--- config.mk ---
export PLATFORM = sky130hd
export DESIGN_NAME = dsp_module_interrupt_status
export DESIGN_NICKNAME = d
export VERILOG_FILES = /design/src/dsp_int_pkg.sv /design/src/dsp_module_interrupt_status.sv
export SDC_FILE = /design/constraint.sdc
export NUM_CORES = 1
export LEC_CHECK = 0
export ABC_AREA = 1
export ABC_CLOCK_PERIOD_IN_PS = 1000
export BUFFER_PORTS_ARGS = -buffer_cell sky130_fd_sc_hd__buf_2
export CAP_MARGIN = 20
export CORE_AREA = 2 2 69 71
export DETAILED_ROUTE_END_ITERATION = 16
export DIE_AREA = 0 0 71 73
export PLACE_DENSITY_LB_ADDON = 0.05
export SLEW_MARGIN = 20
export SYNTH_ARGS = -nofsm -noshare
export SYNTH_HDL_FRONTEND = slang
export SYNTH_SLANG_ARGS = --single-unit
--- constraint.sdc ---
create_clock -name ref_clk -period 1 [get_ports ref_clk]
set_clock_uncertainty 0.05 [all_clocks]
set_input_delay 0.1 -clock ref_clk [delete_from_list [all_inputs] [get_ports ref_clk]]
set_output_delay 0.1 -clock ref_clk [all_outputs]
set_load 0.005 [all_outputs]
--- src/dsp_int_pkg.sv ---
// Constants, types and register map of the module interrupt status block
package dsp_int_pkg;
  localparam int DATA_W = 32;
  localparam int ADR_W  = 8;
  localparam int REG_W  = 16;

  // ****************************************************************
  // Register offsets (byte addresses)
  // ****************************************************************
  localparam logic [ADR_W-1:0] OFF_INT    = 8'h00;
  localparam logic [ADR_W-1:0] OFF_MASK   = 8'h04;
  localparam logic [ADR_W-1:0] OFF_NMI    = 8'h08;
  localparam logic [ADR_W-1:0] OFF_CANCEL = 8'h0c;
  localparam logic [ADR_W-1:0] OFF_RUN    = 8'h10;
  localparam logic [ADR_W-1:0] OFF_IRQST  = 8'h14;
  localparam logic [ADR_W-1:0] OFF_IRQEN  = 8'h18;

  // ****************************************************************
  // Field positions and reset values
  // ****************************************************************
  localparam int BIT_HALT = 0;
  localparam int BIT_EXT  = 0;
  localparam int BIT_UND  = 1;
  localparam int BIT_ERR  = 2;
  localparam int BIT_RUN  = 0;
  localparam int NMI_W    = 3;
  localparam int IRQ_W    = 2;
  localparam int IRQ_HALT = 0;
  localparam int IRQ_NMI  = 1;
  localparam logic [NMI_W-1:0] NMI_RST  = 3'h0;
  localparam logic [IRQ_W-1:0] IRQ_RST  = 2'h0;
  localparam logic [DATA_W-1:0] DAT_ZERO = 32'h0000_0000;

  // ****************************************************************
  // Core address map
  // ****************************************************************
  localparam logic [31:0] MEMIO_BASE = 32'h0000_0000;
  localparam logic [31:0] ICTL_BASE  = 32'h00ff_fe00;
  localparam logic [31:0] ICTL_END   = 32'h0100_0000;
  localparam logic [31:0] RAM_BASE   = 32'hfffe_0000;
  localparam logic [31:0] RAM_END    = 32'hfffe_1000;
  localparam logic [31:0] DED_BASE   = 32'hffff_8000;
  localparam logic [31:0] DED_END    = 32'hffff_8028;
  localparam logic [31:0] CTL_BASE   = 32'hffff_9000;
  localparam logic [31:0] CTL_END    = 32'hffff_9014;

  typedef enum logic [2:0] {
    REGION_MEMIO, REGION_ICTL, REGION_RSVD,
    REGION_RAM, REGION_DED, REGION_CTL
  } region_e;

  typedef struct packed {
    logic        valid;
    logic [31:0] addr;
  } core_access_s;
endpackage : dsp_int_pkg

--- src/dsp_module_interrupt_status.sv ---
// Interrupt, non-maskable status and address decode of the vector module
//
// Implementation choices: the Wishbone slave port and the address map.
`timescale 1ns/100ps
module dsp_module_interrupt_status
  import dsp_int_pkg::*;
(
  input  wire logic              ref_clk,             // 100 MHz clock
  input  wire logic              srst,                // Sync reset, high
  input  wire logic              wbCyc,               // Wishbone cycle
  input  wire logic              wbStb,               // Wishbone strobe
  input  wire logic              wbWe,                // Wishbone write
  input  wire logic [ADR_W-1:0]  wbAdr,               // Byte address
  input  wire logic [3:0]        wbSel,               // Byte lanes
  input  wire logic [DATA_W-1:0] wbDatIn,             // Write data
  output logic      [DATA_W-1:0] wbDatOut,            // Read data
  output logic                   wbAck,               // Acknowledge
  input  wire logic              haltEvent,           // Command list stopped
  input  wire logic              runActive,           // Command list running
  input  wire logic              undefInstr,          // Breakpoint/reserved op
  input  wire logic              extNmiPinN,          // External NMI pin
  input  wire core_access_s      coreAccess,          // Core bus access
  output logic                   interruptOutputPinN, // Maskable request
  output logic                   nmiRequest,          // NMI to core
  output logic                   cancelPulse,         // Stop execution
  output region_e                region,              // Decoded region
  output logic                   irq                  // Bus interrupt
);

  // ****************************************************************
  // State
  // ****************************************************************
  logic             haltFlag;
  logic             next_haltFlag;
  logic             maskHalt;
  logic             next_maskHalt;
  logic [NMI_W-1:0] nonmaskable_status;
  logic [NMI_W-1:0] next_nonmaskable_status;
  logic [IRQ_W-1:0] irqStatus;
  logic [IRQ_W-1:0] next_irqStatus;
  logic [IRQ_W-1:0] irqEnable;
  logic [IRQ_W-1:0] next_irqEnable;
  logic [DATA_W-1:0] next_wbDatOut;
  logic             next_wbAck;
  logic             next_ioutN;
  logic             next_nmiRequest;
  logic             next_cancelPulse;
  logic             next_irq;
  region_e          next_region;
  logic             extS1;
  logic             extS2;
  logic             extS3;
  logic             extLevel;
  logic             next_extLevel;
  logic             extFall;
  logic             rdTake;
  logic             wrTake;
  logic             cancelWr;
  logic             accessErr;
  region_e          decRegion;
  logic [NMI_W-1:0] nmiSet;

  // ****************************************************************
  // Bus strobes
  // ****************************************************************
  assign rdTake   = wbCyc && wbStb && !wbAck && !wbWe;
  assign wrTake   = wbCyc && wbStb && !wbAck && wbWe;
  assign cancelWr = wrTake && (wbAdr == OFF_CANCEL);

  // ****************************************************************
  // Address decode
  // ****************************************************************
  always_comb begin
    if (coreAccess.addr >= RAM_BASE && coreAccess.addr < RAM_END) begin
      decRegion = REGION_RAM;
    end else if (coreAccess.addr >= DED_BASE && coreAccess.addr < DED_END) begin
      decRegion = REGION_DED;
    end else if (coreAccess.addr >= CTL_BASE && coreAccess.addr < CTL_END) begin
      decRegion = REGION_CTL;
    end else if (coreAccess.addr >= ICTL_BASE && coreAccess.addr < ICTL_END) begin
      decRegion = REGION_ICTL;
    end else if (coreAccess.addr >= MEMIO_BASE && coreAccess.addr < ICTL_BASE) begin
      decRegion = REGION_MEMIO;
    end else begin
      decRegion = REGION_RSVD;
    end
  end

  // Control/status region is exempt from the run-time check
  assign accessErr = coreAccess.valid && runActive &&
                     (decRegion == REGION_RAM || decRegion == REGION_DED);

  // ****************************************************************
  // External pin synchroniser and falling edge
  // ****************************************************************
  always_comb begin
    next_extLevel = extLevel;
    if (extS2 == extS3) begin
      next_extLevel = extS3;
    end
  end

  assign extFall = extLevel && !next_extLevel;

  always_ff @(posedge ref_clk) begin
    if (srst) begin
      extS1    <= 1'b1;
      extS2    <= 1'b1;
      extS3    <= 1'b1;
      extLevel <= 1'b1;
    end else begin
      extS1    <= extNmiPinN;
      extS2    <= extS1;
      extS3    <= extS2;
      extLevel <= next_extLevel;
    end
  end

  // ****************************************************************
  // Event flags
  // ****************************************************************
  always_comb begin
    nmiSet          = '0;
    nmiSet[BIT_ERR] = accessErr;
    nmiSet[BIT_UND] = undefInstr;
    nmiSet[BIT_EXT] = extFall;
  end

  // ****************************************************************
  // Halt flag and mask
  // ****************************************************************
  always_comb begin
    next_haltFlag = haltFlag;
    if ((rdTake && wbAdr == OFF_INT) || cancelWr) begin
      next_haltFlag = 1'b0;
    end
    if (haltEvent) begin
      next_haltFlag = 1'b1;
    end
    next_maskHalt = maskHalt;
    if (wrTake && wbAdr == OFF_MASK && wbSel[0]) begin
      next_maskHalt = wbDatIn[BIT_HALT];
    end
    if (cancelWr) begin
      next_maskHalt = 1'b0;
    end
  end

  always_ff @(posedge ref_clk) begin
    if (srst) begin
      haltFlag <= 1'b0;
      maskHalt <= 1'b0;
    end else begin
      haltFlag <= next_haltFlag;
      maskHalt <= next_maskHalt;
    end
  end

  // ****************************************************************
  // Non-maskable status
  // ****************************************************************
  always_comb begin
    next_nonmaskable_status = nonmaskable_status;
    if (rdTake && wbAdr == OFF_NMI) begin
      next_nonmaskable_status = NMI_RST;
    end
    next_nonmaskable_status = next_nonmaskable_status | nmiSet;
  end

  always_ff @(posedge ref_clk) begin
    if (srst) begin
      nonmaskable_status <= NMI_RST;
    end else begin
      nonmaskable_status <= next_nonmaskable_status;
    end
  end

  // ****************************************************************
  // Bus interrupt status and enable
  // ****************************************************************
  always_comb begin
    next_irqEnable = irqEnable;
    if (wrTake && wbAdr == OFF_IRQEN && wbSel[0]) begin
      next_irqEnable = wbDatIn[IRQ_W-1:0];
    end
    next_irqStatus = irqStatus;
    if (wrTake && wbAdr == OFF_IRQST && wbSel[0]) begin
      next_irqStatus = irqStatus & ~wbDatIn[IRQ_W-1:0];
    end
    next_irqStatus[IRQ_HALT] = next_irqStatus[IRQ_HALT] | haltEvent;
    next_irqStatus[IRQ_NMI]  = next_irqStatus[IRQ_NMI] | (|nmiSet);
  end

  always_ff @(posedge ref_clk) begin
    if (srst) begin
      irqStatus <= IRQ_RST;
      irqEnable <= IRQ_RST;
    end else begin
      irqStatus <= next_irqStatus;
      irqEnable <= next_irqEnable;
    end
  end

  // ****************************************************************
  // Bus answer and outputs
  // ****************************************************************
  always_comb begin
    next_wbAck    = wbCyc && wbStb && !wbAck;
    next_wbDatOut = DAT_ZERO;
    if (rdTake) begin
      case (wbAdr)
        OFF_INT:   next_wbDatOut[BIT_HALT] = haltFlag;
        OFF_MASK:  next_wbDatOut[BIT_HALT] = maskHalt;
        OFF_NMI:   next_wbDatOut[NMI_W-1:0] = nonmaskable_status;
        OFF_RUN:   next_wbDatOut[BIT_RUN] = runActive;
        OFF_IRQST: next_wbDatOut[IRQ_W-1:0] = irqStatus;
        OFF_IRQEN: next_wbDatOut[IRQ_W-1:0] = irqEnable;
        default:   next_wbDatOut = DAT_ZERO;
      endcase
    end
    next_ioutN       = !(haltFlag && maskHalt);
    next_nmiRequest  = |nonmaskable_status;
    next_cancelPulse = cancelWr;
    next_irq         = |(irqStatus & irqEnable);
    next_region      = decRegion;
  end

  always_ff @(posedge ref_clk) begin
    if (srst) begin
      wbAck               <= 1'b0;
      wbDatOut            <= DAT_ZERO;
      interruptOutputPinN <= 1'b1;
      nmiRequest          <= 1'b0;
      cancelPulse         <= 1'b0;
      irq                 <= 1'b0;
      region              <= REGION_MEMIO;
    end else begin
      wbAck               <= next_wbAck;
      wbDatOut            <= next_wbDatOut;
      interruptOutputPinN <= next_ioutN;
      nmiRequest          <= next_nmiRequest;
      cancelPulse         <= next_cancelPulse;
      irq                 <= next_irq;
      region              <= next_region;
    end
  end
endmodule : dsp_module_interrupt_status

==> flow_summary.toml <==
[outcome]
outcome = "finished with violations"
violations = "setup timing"

[synth]
netlist_instances = 215
ys_types = 30
synth_area_leaders = "dfxtp_1, buf_4, nand2_1, nor2_1, nand3_1"
synth.yosys.seq_area_share_pct = 32.4
synth-main-ff-cell = "dfxtp_1"
synth_edf_count = 0
netlist_area_um2 = 1480
synth_top_area_share_pct = 32.4
yosys_register_bits = 24
async_flop_share_pct = 0
yosys_warnings = 0
syn_avg_cell_area_um2 = 6.90
synth_top_cell_by_area = "dfxtp_1"

[drt]
drt-total-wl_mm = 3.35
vias = 1470
viasPerCell = 4.22
drt_first_iter_violations = 62
drtAntennaViolNets = 0
wl_per_cell_um = 9.63
dr.pass1.iters = 4
drc = 0

[grt]
grt_max_degree = 15
grt_pass1_wl_mm = 5.49
grt_antenna_before_repair = 0
grt_pass1_vias = 1315
gr-total-overflow = 0
grt_use_total_pct = 13.2

[timing]
slew_viol_final = 0
fmax_mhz = 853
timing.final.ws_setup_ns = -0.172
fin_setup_tns_ns = -1.36
rsz0062_at_grt = "true"
min_period_ns = 1.17
setup_violations = 12
fin_crit_sh_pct = 117
hold_viol = 0
whs_ns = 0.0587

[worst_setup_path]
path_delay_family = "simple AND/OR/NAND/NOR gates"
crit_path_end_kind = "flop"
cp.arrival_ns = 1.29
worstReg2RegEnd = "irqStatus[1]$_SDFF_PP0_"
critPathSlowestCell = "dfxtp_2"
cp_cell_sequence = "nand3b_4 > nor2_4 > nand2_2 > inv_4 > nand3_2 > nand2_2 > nand2_2 > nand2_2 > nand2_1"
cp_common_cell = "nand2_2"
crit_type = "reg2reg"
cpPeakStageDelay_ns = 0.32
worst-path-buf-inv = 1
cp.depth = 9
crit_end = "irqStatus[1]$_SDFF_PP0_"
startpoint = "wbAck$_SDFF_PP0_"
r2r_cells = 9
crit_fanout = 6
cp-start-kind = "flop"
r2r-start = "wbAck$_SDFF_PP0_"
required_ns = 1.12
rrSetupSlack_ns = -0.17

[flow_run]
drv_cap = 0

[die]
core-area_um2 = 4540
dieWidth_um = 71
fp-row-count = 25
start_util_pct = 32.7
dieArea_um2 = 5180
die_h_um = 73
ios = 126

[cells_and_area]
final_common_cell = "buf_2"
fin_nets = 381
syn2layout_area_growth_pct = 34.6
final_area_um2 = 2000
diodes = 0
final_cell_mix = "buf_2, nand2_1, conb_1"
fillers = 491
final_layout_size_suffix_gt1_share_pct = 39.5
fin_util_pct = 44.0

[clock_network]
clk_path_buf_depth = 2
clock_sinks = 24
cts_buffers = 3
cts-root-buf = "clkbuf_8"
cts_htree_levels = 1
clk_pin_slew_worst_paths_ns = 0.09
cts_tree = "done"
clock_latency_ns = 0.27

[place]
port-buffer-count = 61
pre_cts_ws_ns = -0.202
place_hpwl_mm = 2.88
gp_congestion = 0.748
placed_area_um2 = 1840

[min_path]
hold_path_class = "in2reg"
hp-start = "wbDatIn[1]"

[power_and_ir_drop]
peakVddDrop_mv = 0.570
power_density_nw_per_um2 = 1090
leakage_uw = 0.00103
-- layer usage --
metal	GRT usage, %	part of all wire (%)	wire length [um]
met1	15.8	41	1380
met2	23.7	50	1680
met4	5.03	1.8	59
met3	2.35	6.7	226
met5	0	0	0
-- where the power goes --
part           internal, uW  switching, uW
Sequential              980           15.7
Combinational           161            177
Clock                   535            317
-- synth_stat cells, types with 2 or more instances --
library cell / number
a21oi_1: 9
buf_4: 29
clkbuf_1: 2
dfxtp_1: 24
inv_1: 16
inv_2: 4
nand2_1: 50
nand2_2: 2
nand3_1: 13
nand3_2: 2
nand4_1: 3
nor2_1: 26
nor2_2: 4
nor2_4: 3
nor3_1: 7
nor4_1: 2
o21a_1: 2
o21ai_1: 3
or2_2: 3
-- worst reg2reg max path: stages (launching register included) --
cell and delay (ns):
dfxtp_2 0.32, nand3b_4 0.17, nor2_4 0.10, nand2_2 0.08, inv_4 0.09, nand3_2 0.07
nand2_2 0.06, nand2_2 0.04, nand2_2 0.04, nand2_1 0.04
-- stage by stage --
step	cells	total power (uW)
after detailed placement	341	1330
after floorplan	243	1230
after CTS	347	2210
after global placement	341	1330
final	348	2190
after global routing	348	2300
-- layout make-up --
class | instances | area, um2 | share of cell area [%]
Clock buffer | 3 | 41.3 | 2.07
Timing Repair Buffer | 78 | 444 | 22.2
Multi-Input combinational cell | 168 | 855 | 42.8
Sequential cell | 24 | 482 | 24.1
Inverter | 20 | 77.6 | 3.88
Clock inverter | 1 | 30.0 | 1.50
Tap cell | 54 | 67.6 | 3.38
-- worst min-delay path by stage --
stage                                             endpoint  slack [ns]  cells after the start
final                            irqEnable[1]$_SDFFE_PP0P_        0.06                      3
after global routing      nonmaskable_status[1]$_SDFF_PP0_        0.05                      3
after CTS                        irqEnable[1]$_SDFFE_PP0P_        0.03                      3
after detailed placement                  extS1$_SDFF_PP1_        0.23                      2
after global placement                    extS1$_SDFF_PP1_        0.23                      2
after floorplan                           extS1$_SDFF_PP1_        0.15                      1
-- registers in the layout, indices dropped and copies added, names as in the netlist --
signal / flops
nmiRequest: 1
nonmaskable_status: 3
wbDatOut: 3
extLevel: 1
cancelPulse: 1
extS3: 1
irqStatus: 2
wbAck: 1
haltFlag: 1
extS2: 1
maskHalt: 1
region: 3
irq: 1
extS1: 1
irqEnable: 2
interruptOutputPinN: 1
-- what timing repair did --
| action | in CTS | in global routing |
|---|---|---|
| setup endpoints to repair | 13 | 15 |
| pin swaps | 3 | 3 |
| setup buffers | 0 | 1 |
| endpoints found under the hold margin | 2 | 0 |
| gates resized for setup | 9 | 7 |
| hold buffers | 2 | 0 |
-- cell families (layout without fill, tap and decap cells) --
family	count (synthesis)	count (layout)	share of synthesized area (%)
compound gates	18	18	7.42
other cells	1	29	0.253
simple gates	121	121	39.7
buf+inv	51	102	20.2
flops	24	24	32.4
Power figures use the tool's default switching activity.
